### config.mk
export PLATFORM = sky130hd
export DESIGN_NAME = port_pin_function_control
export DESIGN_NICKNAME = d
export VERILOG_FILES = /design/src/pkg/port_ctl_pkg.sv /design/src/port_pin_function_control.sv
export VERILOG_INCLUDE_DIRS = /design/src /design/src/pkg
export SDC_FILE = /design/constraint.sdc
export NUM_CORES = 1
export LEC_CHECK = 0
export ABC_AREA = 1
export CAP_MARGIN = 20
export CORE_MARGIN = 3
export CORE_UTILIZATION = 30
export DETAILED_ROUTE_END_ITERATION = 10
export DONT_BUFFER_PORTS = 1
export PLACE_DENSITY = 0.49
export SLEW_MARGIN = 40
export SYNTH_ARGS = -nofsm -noshare
export SYNTH_HDL_FRONTEND = slang
export SYNTH_SLANG_ARGS = --single-unit
### constraint.sdc
create_clock -name CLK -period 1.7 [get_ports CLK]
set_clock_uncertainty 0.1 [all_clocks]
set_input_delay 0.34 -clock CLK [delete_from_list [all_inputs] [get_ports CLK]]
set_output_delay 0.34 -clock CLK [all_outputs]
set_load 0.01 [all_outputs]
### src/pkg/port_ctl_regs.svh
// Constants and the summary of operation for the port pin function block.
// Summary of operation
// - Port A: four two-way pins, direction chosen per bit.
// - Port A input pin gets internal pull-up when its pull-up bit is set.
// - Port B pins act as digital I/O or analog converter inputs, per bit.
// - In control mode port B pins feed the four analog input channels.
// - Port C pins 0 and 1 switch between port mode and alternate function per bit.
// - Two lowest port C pins carry timer signals and interrupt inputs.
// - Fifth port C pin is input-only and acts as reset after power-on.
// - Port E: only first and fourth pins have software pull-ups.
// - Port E oscillator pins are pulled low while device is in reset.
// - Each external interrupt detects rising, falling or both edges.
// - First timer input is count clock and capture trigger for two registers.
// - Port D: eight pins, each with direction and pull-up bit.
`ifndef PORT_CTL_REGS_SVH
`define PORT_CTL_REGS_SVH
`define DIR_RESET4     4'hF
`define DIR_RESET8     8'hFF
`define PU_RESET4      4'h0
`define PU_RESET8      8'h00
`define OSC_PD_RESET4  4'h6
`define E_PU_MASK      4'h9
`define EDGE_RISE_BIT  0
`define EDGE_FALL_BIT  1
`define IRQ_COUNT      4
`endif

### src/pkg/port_ctl_pkg.sv
// Types shared by the port pin function block.
package port_ctl_pkg;
   typedef logic [1:0] edge_sel_t;
   typedef enum logic {RESET_FUNC, INPUT_FUNC} shared_pin_mode_t;
endpackage : port_ctl_pkg

### src/port_pin_function_control.sv
// Pin-level port logic with direction, pull-up and alternate-function muxing.
`timescale 1ns/1ps
`default_nettype none
`include "port_ctl_regs.svh"
module port_pin_function_control (
   input  wire logic       CLK,
   input  wire logic       RST_N,
   input  wire logic [3:0] PORT_A_DIRECTION,
   input  wire logic [3:0] PORT_A_PULLUP,
   input  wire logic [3:0] PORT_A_OUT_DATA,
   input  wire logic [3:0] PORT_A_PINS_IN,
   output var  logic [3:0] PORT_A_PINS_OUT,
   output var  logic [3:0] PORT_A_PINS_OE,
   output var  logic [3:0] PORT_A_PU_EN,
   output var  logic [3:0] PORT_A_READ,
   input  wire logic [3:0] PORT_B_DIRECTION,
   input  wire logic [3:0] PORT_B_PULLUP,
   input  wire logic [3:0] PORT_B_ANALOG_SEL,
   input  wire logic [3:0] PORT_B_OUT_DATA,
   input  wire logic [3:0] PORT_B_PINS_IN,
   output var  logic [3:0] PORT_B_PINS_OUT,
   output var  logic [3:0] PORT_B_PINS_OE,
   output var  logic [3:0] PORT_B_PU_EN,
   output var  logic [3:0] PORT_B_READ,
   output var  logic [3:0] ANALOG_INPUTS_EN,
   input  wire logic [3:0] PORT_C_DIRECTION,
   input  wire logic [3:0] PORT_C_PULLUP,
   input  wire logic [3:0] PORT_C_ALT_SEL,
   input  wire logic [3:0] PORT_C_OUT_DATA,
   input  wire logic [3:0] PORT_C_PINS_IN,
   output var  logic [3:0] PORT_C_PINS_OUT,
   output var  logic [3:0] PORT_C_PINS_OE,
   output var  logic [3:0] PORT_C_PU_EN,
   output var  logic [3:0] PORT_C_READ,
   input  wire logic       RESET_SHARED_INPUT_PIN,
   input  wire logic       SHARED_PIN_AS_INPUT,
   input  wire logic       POWER_ON,
   output var  logic       SHARED_PIN_RESET_N,
   output var  logic       SHARED_PIN_READ,
   input  wire logic [7:0] PORT_D_DIRECTION,
   input  wire logic [7:0] PORT_D_PULLUP,
   input  wire logic [7:0] PORT_D_ALT_SEL,
   input  wire logic [7:0] PORT_D_OUT_DATA,
   input  wire logic [7:0] PORT_D_PINS_IN,
   output var  logic [7:0] PORT_D_PINS_OUT,
   output var  logic [7:0] PORT_D_PINS_OE,
   output var  logic [7:0] PORT_D_PU_EN,
   output var  logic [7:0] PORT_D_READ,
   input  wire logic [3:0] PORT_E_DIRECTION,
   input  wire logic [3:0] PORT_E_PULLUP,
   input  wire logic [3:0] PORT_E_OUT_DATA,
   input  wire logic [3:0] PORT_E_PINS_IN,
   output var  logic [3:0] PORT_E_PINS_OUT,
   output var  logic [3:0] PORT_E_PINS_OE,
   output var  logic [3:0] PORT_E_PU_EN,
   output var  logic [3:0] PORT_E_PD_EN,
   output var  logic [3:0] PORT_E_READ,
   input  wire logic       OUTPUT_ONLY_DATA,
   output var  logic       OUTPUT_ONLY_PIN,
   input  wire logic [7:0] IRQ_EDGE_SEL,
   output var  logic [3:0] EXT_IRQ_PULSE,
   input  wire logic       TIMER_WIDE_OUT,
   input  wire logic       TIMER_NARROW_OUT,
   input  wire logic       SERIAL_TX_OUT,
   output var  logic       SERIAL_RX_IN,
   output var  logic       TIMER_COUNT_CLK,
   output var  logic       CAPTURE_REG_A_TRIG,
   output var  logic       CAPTURE_REG_B_TRIG,
   output var  logic       TIMER_CAPTURE_IN
);
   // Direction bit high means input, so reset value all ones gives inputs.
   logic [3:0] a_out, a_oe, a_pu, a_rd, b_out, b_oe, b_pu, b_rd, b_an;
   logic [3:0] c_out, c_oe, c_pu, c_rd, e_out, e_oe, e_pu, e_pd, e_rd;
   logic [7:0] d_out, d_oe, d_pu, d_rd;
   logic [3:0] irq_src, irq_prev_reg, irq_prev_next, irq_det;
   logic       shared_rst_n, shared_rd, rx, tclk, cap_a, cap_b, tcap;
   logic       ti_prev_reg, ti_prev_next;
   // The edge history holds the reset zero, not a pin sample, for one cycle after reset.
   // Detection waits until it holds a real pin sample, so a pin that
   // idles high cannot fake an edge.
   logic       armed_reg, armed_next;
   port_ctl_pkg::shared_pin_mode_t mode_reg, mode_next;

   function automatic logic edge_hit(input port_ctl_pkg::edge_sel_t sel,
                                     input logic prev, input logic cur);
      edge_hit = (sel[`EDGE_RISE_BIT] & ~prev & cur)
               | (sel[`EDGE_FALL_BIT] & prev & ~cur);
   endfunction : edge_hit

   always_comb begin
      a_oe  = ~PORT_A_DIRECTION;
      a_out = PORT_A_OUT_DATA & a_oe;
      a_pu  = PORT_A_PULLUP & PORT_A_DIRECTION;
      a_rd  = PORT_A_PINS_IN;
      b_an  = PORT_B_ANALOG_SEL;
      b_oe  = ~PORT_B_DIRECTION & ~b_an;
      b_out = PORT_B_OUT_DATA & b_oe;
      b_pu  = PORT_B_PULLUP & PORT_B_DIRECTION & ~b_an;
      b_rd  = PORT_B_PINS_IN & ~b_an;
      c_oe  = ~PORT_C_DIRECTION;
      c_out = PORT_C_OUT_DATA;
      if (PORT_C_ALT_SEL[1]) begin
         c_oe[1]  = 1'b1;
         c_out[1] = TIMER_WIDE_OUT;
      end
      if (PORT_C_ALT_SEL[0]) begin
         c_oe[0] = 1'b0;
      end
      c_out = c_out & c_oe;
      c_pu  = PORT_C_PULLUP & ~c_oe;
      c_rd  = PORT_C_PINS_IN;
      d_oe  = ~PORT_D_DIRECTION;
      d_out = PORT_D_OUT_DATA;
      if (PORT_D_ALT_SEL[2]) begin
         d_oe[2]  = 1'b1;
         d_out[2] = TIMER_NARROW_OUT;
      end
      if (PORT_D_ALT_SEL[3]) begin
         d_oe[3]  = 1'b1;
         d_out[3] = SERIAL_TX_OUT;
      end
      if (PORT_D_ALT_SEL[4]) begin
         d_oe[4] = 1'b0;
      end
      d_out = d_out & d_oe;
      d_pu  = PORT_D_PULLUP & ~d_oe;
      d_rd  = PORT_D_PINS_IN;
      e_oe  = ~PORT_E_DIRECTION;
      e_out = PORT_E_OUT_DATA & e_oe;
      e_pu  = PORT_E_PULLUP & PORT_E_DIRECTION & `E_PU_MASK;
      e_pd  = 4'h0;
      e_rd  = PORT_E_PINS_IN;
      rx    = PORT_D_PINS_IN[4];
      // Edge detectors watch the pin levels whichever mode owns them.
      irq_src = {PORT_D_PINS_IN[1], PORT_C_PINS_IN[1],
                 PORT_D_PINS_IN[3], PORT_C_PINS_IN[0]};
      irq_prev_next = irq_src;
      armed_next    = 1'b1;
      for (int i = 0; i < `IRQ_COUNT; i++) begin
         irq_det[i] = armed_reg & edge_hit(IRQ_EDGE_SEL[2*i +: 2],
                               irq_prev_reg[i], irq_src[i]);
      end
      ti_prev_next = PORT_C_PINS_IN[0];
      tclk  = PORT_C_ALT_SEL[0] & PORT_C_PINS_IN[0];
      cap_a = armed_reg & PORT_C_ALT_SEL[0] & ~ti_prev_reg
            & PORT_C_PINS_IN[0];
      cap_b = cap_a;
      tcap  = PORT_C_ALT_SEL[1] & PORT_C_PINS_IN[1];
      // Power-on always restores the reset role, whatever was configured.
      if (POWER_ON) begin
         mode_next = port_ctl_pkg::RESET_FUNC;
      end else if (SHARED_PIN_AS_INPUT) begin
         mode_next = port_ctl_pkg::INPUT_FUNC;
      end else begin
         mode_next = port_ctl_pkg::RESET_FUNC;
      end
      // An input-use pin relies on the board pull-up to stay idle high.
      shared_rd    = (mode_reg == port_ctl_pkg::INPUT_FUNC) &
                     RESET_SHARED_INPUT_PIN;
      shared_rst_n = (mode_reg == port_ctl_pkg::INPUT_FUNC) |
                     RESET_SHARED_INPUT_PIN;
   end

   always_ff @(posedge CLK) begin
      if (!RST_N) begin
         PORT_A_PINS_OUT <= 4'h0;
         PORT_A_PINS_OE  <= 4'h0;
         PORT_A_PU_EN    <= `PU_RESET4;
         PORT_A_READ     <= 4'h0;
         PORT_B_PINS_OUT <= 4'h0;
         PORT_B_PINS_OE  <= 4'h0;
         PORT_B_PU_EN    <= `PU_RESET4;
         PORT_B_READ     <= 4'h0;
         ANALOG_INPUTS_EN <= 4'h0;
         PORT_C_PINS_OUT <= 4'h0;
         PORT_C_PINS_OE  <= 4'h0;
         PORT_C_PU_EN    <= `PU_RESET4;
         PORT_C_READ     <= 4'h0;
         PORT_D_PINS_OUT <= 8'h00;
         PORT_D_PINS_OE  <= 8'h00;
         PORT_D_PU_EN    <= `PU_RESET8;
         PORT_D_READ     <= 8'h00;
         PORT_E_PINS_OUT <= 4'h0;
         PORT_E_PINS_OE  <= 4'h0;
         PORT_E_PU_EN    <= `PU_RESET4;
         PORT_E_PD_EN    <= `OSC_PD_RESET4;
         PORT_E_READ     <= 4'h0;
         OUTPUT_ONLY_PIN <= 1'b0;
         EXT_IRQ_PULSE   <= 4'h0;
         SERIAL_RX_IN    <= 1'b1;
         TIMER_COUNT_CLK <= 1'b0;
         CAPTURE_REG_A_TRIG <= 1'b0;
         CAPTURE_REG_B_TRIG <= 1'b0;
         TIMER_CAPTURE_IN <= 1'b0;
         SHARED_PIN_RESET_N <= 1'b0;
         SHARED_PIN_READ <= 1'b0;
         irq_prev_reg    <= 4'h0;
         ti_prev_reg     <= 1'b0;
         armed_reg       <= 1'b0;
         mode_reg        <= port_ctl_pkg::RESET_FUNC;
      end else begin
         PORT_A_PINS_OUT <= a_out;
         PORT_A_PINS_OE  <= a_oe;
         PORT_A_PU_EN    <= a_pu;
         PORT_A_READ     <= a_rd;
         PORT_B_PINS_OUT <= b_out;
         PORT_B_PINS_OE  <= b_oe;
         PORT_B_PU_EN    <= b_pu;
         PORT_B_READ     <= b_rd;
         ANALOG_INPUTS_EN <= b_an;
         PORT_C_PINS_OUT <= c_out;
         PORT_C_PINS_OE  <= c_oe;
         PORT_C_PU_EN    <= c_pu;
         PORT_C_READ     <= c_rd;
         PORT_D_PINS_OUT <= d_out;
         PORT_D_PINS_OE  <= d_oe;
         PORT_D_PU_EN    <= d_pu;
         PORT_D_READ     <= d_rd;
         PORT_E_PINS_OUT <= e_out;
         PORT_E_PINS_OE  <= e_oe;
         PORT_E_PU_EN    <= e_pu;
         PORT_E_PD_EN    <= e_pd;
         PORT_E_READ     <= e_rd;
         OUTPUT_ONLY_PIN <= OUTPUT_ONLY_DATA;
         EXT_IRQ_PULSE   <= irq_det;
         SERIAL_RX_IN    <= rx;
         TIMER_COUNT_CLK <= tclk;
         CAPTURE_REG_A_TRIG <= cap_a;
         CAPTURE_REG_B_TRIG <= cap_b;
         TIMER_CAPTURE_IN <= tcap;
         SHARED_PIN_RESET_N <= shared_rst_n;
         SHARED_PIN_READ <= shared_rd;
         irq_prev_reg    <= irq_prev_next;
         ti_prev_reg     <= ti_prev_next;
         armed_reg       <= armed_next;
         mode_reg        <= mode_next;
      end
   end
endmodule : port_pin_function_control
`default_nettype wire

==> summary by stage, run 1 <==
Clock tree
The TritonCTS sink count is 112. Clock tree synthesis inserted a total of 9 buffers. The number of buffers inserted by hold repair at cts is 101.

The root buffer cell chosen for the clock tree is sky130_fd_sc_hd__clkbuf_8. Post-CTS timing repair inserted 0 buffers for setup. The H-tree was split into 3 levels. The longest clock path from root to sink contains 2 buffers. The number of gates resized after cts is 0.

Logic synthesis
Yosys mapped the design onto 15 distinct sky130hd cell types. The count of flip-flops with a built-in enable after synthesis is 0. The cell count after synthesis is 344. The primary flip-flop cell chosen by synthesis mapping is sky130_fd_sc_hd__dfxtp_1. The number of storage elements in the synthesis netlist is 112. The share of synthesized area in the top cell type comes to 0.690. The most frequent cell after synthesis is sky130_fd_sc_hd__dfxtp_1.

Sorting the synthesized cells by how often they occur yields sky130_fd_sc_hd__dfxtp_1 (112), sky130_fd_sc_hd__nand2_1 (82), sky130_fd_sc_hd__nor2_1 (48). The per-instance average area after synthesis is 9.45 µm². After synthesis, the share of flip-flops with an asynchronous set or reset is 0. sky130_fd_sc_hd__dfxtp_1 takes more of the synthesized area than any other cell.

The cell area after synthesis is 3250 µm². The total number of yosys warnings is 0. The portion of the post-synthesis area used by sequential elements is 0.690. Ranked by total cell area, the synthesized netlist is headed by sky130_fd_sc_hd__dfxtp_1 (69%), sky130_fd_sc_hd__nand2_1 (9.5%), sky130_fd_sc_hd__nor2_1 (5.5%).

Status
The flow did not finish. The stage at which the flow ended is 4_1_cts. The first error in the log reads "[ERROR RSZ-0060] Max buffer count reached".

Place
The placer congestion estimate is 0.719. After legalization and detailed placement, the total HPWL measured 5850 µm. The count of buffers added on input and output ports is 0.

Die
The initial utilization of the core area, before any placement, comes to 0.312. The die is 110 µm wide. In this run the count of I/O pins placed on the die edge is 245. The die span in y is 110 µm.

The floorplan row count is 37.
-- cells by family after synthesis --
logic type | after synthesis | share of synthesized area
AND/OR/NAND/NOR | 163 | 0.211
buffers and inverters | 60 | 0.0851
AO/OA/AOI/OAI | 8 | 0.0123
flip-flops | 112 | 0.690
other | 1 | 0.00115
-- through the flow --
stage / hold slack [ns] / instance area, µm² / setup WS, ns / utilization / std cells
detailed placement: 0.274 / 3350 / 0.468 / 0.322 / 470
global placement: 0.273 / 3350 / 0.486 / 0.322 / 470
floorplan: 0.268 / 3260 / 0.683 / - / 347
==> inputs of run 2 (changes only) <==
--- a/config.mk
+++ b/config.mk
@@ -9,10 +9,10 @@
 export ABC_AREA = 1
 export CAP_MARGIN = 20
 export CORE_MARGIN = 3
-export CORE_UTILIZATION = 30
+export CORE_UTILIZATION = 20
 export DETAILED_ROUTE_END_ITERATION = 10
 export DONT_BUFFER_PORTS = 1
-export PLACE_DENSITY = 0.49
+export PLACE_DENSITY_LB_ADDON = 0.15
 export SLEW_MARGIN = 40
 export SYNTH_ARGS = -nofsm -noshare
 export SYNTH_HDL_FRONTEND = slang
==> run 2 against run 1 <==
  * The flow now finishes without violations
  * Synthesized cell count stayed put
  * Synthesized area stayed put
==> summary by stage, run 2 <==
Place
The placer congestion estimate came to 0.661 (-8.1%). The number of port buffers came to 0 (unchanged). The detailed placement HPWL is 6180 µm (+5.7%).

Logic synthesis
The most frequent cell after synthesis is sky130_fd_sc_hd__dfxtp_1. The number of storage elements in the synthesis netlist came to 112 (unchanged). In the synthesized netlist, the cells that appear most often are sky130_fd_sc_hd__dfxtp_1 (112), sky130_fd_sc_hd__nand2_1 (82), sky130_fd_sc_hd__nor2_1 (48). The portion of the post-synthesis area used by sequential elements is 0.690 (unchanged). The share of synthesized flip-flops with an asynchronous set or reset is 0 (unchanged).

The primary flip-flop cell chosen by synthesis mapping is sky130_fd_sc_hd__dfxtp_1. The cell count after synthesis is 344 (unchanged). The cell area after synthesis is 3250 µm² (unchanged). The per-instance average area after synthesis is 9.45 µm² (unchanged).

After synthesis, the cell types taking the most area are sky130_fd_sc_hd__dfxtp_1 (69%), sky130_fd_sc_hd__nand2_1 (9.5%), sky130_fd_sc_hd__nor2_1 (5.5%). The area share of the largest cell type after synthesis came to 0.690 (unchanged). sky130_fd_sc_hd__dfxtp_1 takes more of the synthesized area than any other cell.

The count of flip-flops with a built-in enable after synthesis is 0 (unchanged). The post-synthesis cell type count is 15 (unchanged). The total number of yosys warnings is 0 (unchanged).

Die
The die span in y was 133 µm (+21%). The die footprint is 17800 µm². The die span in x came to 133 µm (+21%).

The number of top-level pins is 245 (unchanged). The initial core utilization came to 0.209 (-0.103). The floorplan row count is 45 (+22%). The core region is 15500 µm².

Clock tree
The maximum clock path buffer count is 2 (unchanged). The TritonCTS sink count is 112 (unchanged). The total setup buffers inserted after CTS is 0 (unchanged). The number of buffers inserted during clock tree synthesis is 9 (unchanged). The number of gates resized after cts is 0 (unchanged).

The root cell of the clock tree is sky130_fd_sc_hd__clkbuf_16. The CTS tree is built. The total number of H-tree levels is 3 (unchanged). Clock-pin slew was measured on the worst setup and hold paths at 0.07 ns. The number of buffers inserted by hold repair at cts is 83 (-18%). Clock latency on the worst-skew pair, taken at its later pin, is 0.34 ns.

Finish
The leading cell type in the layout, fill and taps excluded is sky130_fd_sc_hd__dfxtp_1. The diode insertion count for antenna repair is 0. The area growth from synthesis to layout is 41.3%. The count of filler cells inserted in the layout is 1622. In the layout the commonest cells are sky130_fd_sc_hd__dfxtp_1 (112), sky130_fd_sc_hd__nand2_1 (82), sky130_fd_sc_hd__dlygate4sd3_1 (82), sky130_fd_sc_hd__nor2_1 (48), sky130_fd_sc_hd__inv_1 (44). In the final layout, the share of cells above drive strength 1 is 0.0624. The count of nets after finishing is 557.

Critical path
The startpoint type of the worst setup path is an input port. Traced cell by cell, the critical path runs through dlygate4sd3_1 -> nor3_1 -> dlygate4sd3_1. The data arrival time at the worst-slack endpoint is 1.62 ns. The cell with the largest stage delay on the worst path is sky130_fd_sc_hd__dlygate4sd3_1. The critical path is of the in2reg type. The highest cell delay on the worst timing path is 0.57 ns.

The cell that appears most often on the critical path is sky130_fd_sc_hd__dlygate4sd3_1. The worst-case reg-to-reg path depth is 3. The biggest fanout along the worst timing path is 2. The number of buffers and inverters on the critical path is 2.

The endpoint type of the worst setup path is a register. The critical path's top delay family is buffers and inverters. The critical path runs through a total of 3 cells. The critical path required time is 1.89 ns.

Global routing
The wire length of the first global-routing pass is 13800 µm. The total overflow left after global routing is 0. The pin count of the biggest net entering global routing is 33. Across every metal layer, demand over resource in global routing totals 0.103.

The number of antenna violations at the first check in global routing is 0. The via count of the first global-routing pass was 2547.

STA
The final-report hold violation count came to 0. The total negative slack for setup checks is 0 ns. The final period demand of the worst path is 1.44 ns. The final count of negative-setup-slack endpoints is 0. The maximum clock frequency is 696 MHz. On the final layout, the worst hold slack is 0.0193 ns. The count of final max-slew check failures came to 0. Setup repair after global routing left no endpoint under its margin. In the finished design, the share of the clock period the worst path needs comes to 0.845.

Status
The run finished with clean final reports.

Routing
The iteration count of the initial detailed-routing pass is 4. The total vias in the final route is 2406. For this block, the routed nets add up to 9450 µm of wire. The number of DRC violations after detailed-routing iteration 0 is 62. The vias per cell is 3.74.

The DRC violation count after routing is 0. After detailed routing, the average wire length per cell comes to 14.7 µm. The remaining antenna violation count after routing is 0.

Power and ir drop
Summed over all cells, the static leakage comes to 2.11 nW. The power per cell area is 1160 nW/µm². IR analysis of the VDD net gives a maximum drop of 0.000426 V.

Worst hold path
The tightest min-delay check is of the in2reg type. The cell depth of the worst min-delay path is 2.

Run
Max-cap violations in this run came to 0.
-- run 2: metrics by stage --
step / total power, mW / cells / instance area [µm²] / util / worst slack [ns]
global placement: 3.08 / 545 / 3440 / 0.222 / 0.662
global route: 5.57 / 644 / 4590 / 0.295 / 0.215
finish: 5.33 / 644 / 4590 / 0.295 / 0.263
detailed placement: 3.09 / 545 / 3440 / 0.222 / 0.657
floorplan: 3.05 / 347 / 3260 / - / 0.683
CTS: 5.45 / 644 / 4590 / 0.295 / 0.281
-- run 2: cells by family (layout without fill, tap and decap cells) --
| logic type | after synthesis | after routing | synth area share |
|---|---|---|---|
| other | 1 | 4 | 0.00115 |
| and+or+nand+nor | 163 | 163 | 0.211 |
| DFF | 112 | 112 | 0.690 |
| AOI/OAI and AO/OA | 8 | 8 | 0.0123 |
| buffers and inverters | 60 | 146 | 0.0851 |
-- run 2: final timing paths --
check | startpoint | end | slack, ns
setup / recovery | PORT_D_DIRECTION[4] | PORT_D_PINS_OE[4]$_SDFF_PN0_ | 0.26
hold / removal | PORT_A_PULLUP[3] | PORT_A_PU_EN[3]$_SDFF_PN0_ | 0.02
setup reg to reg | PORT_C_READ[0]$_SDFF_PN0_ | CAPTURE_REG_B_TRIG$_SDFF_PN0_ | 0.73
hold reg to reg | mode_reg$_SDFF_PP0_ | SHARED_PIN_READ$_SDFF_PN0_ | 0.36
-- run 2: worst reg2reg max path: stages, from the launching register on --
cell	delay, ns
sky130_fd_sc_hd__dfxtp_1	0.43
sky130_fd_sc_hd__inv_1	0.10
sky130_fd_sc_hd__nand2_1	0.14
sky130_fd_sc_hd__nor2_1	0.09
-- run 2: cell type report --
type                            instances  area, µm²  share of cell area
Multi-Input combinational cell        175        742               0.162
Clock buffer                           11        243              0.0529
Inverter                               45        169              0.0368
Sequential cell                       112       2240               0.488
Tap cell                              211        264              0.0575
Timing Repair Buffer                   85        868               0.189
Clock inverter                          5       62.6              0.0136
-- run 2: power by group --
part	internal [mW]	switching (mW)	leakage (nW)
clock network	1.19	0.933	0.143
registers	2.74	0.115	0.925
logic	0.191	0.150	1.04
-- run 2: routing by layer --
layer | share of wire | GRT usage | up-vias
met5 | 0 | 0 | -
met4 | 0.014 | 0.0377 | 0
met3 | 0.11 | 0.0495 | 11
met2 | 0.51 | 0.189 | 145
met1 | 0.37 | 0.101 | 1081
li1 | - | - | 1169
No activity file was read; power rests on OpenSTA's default activity.
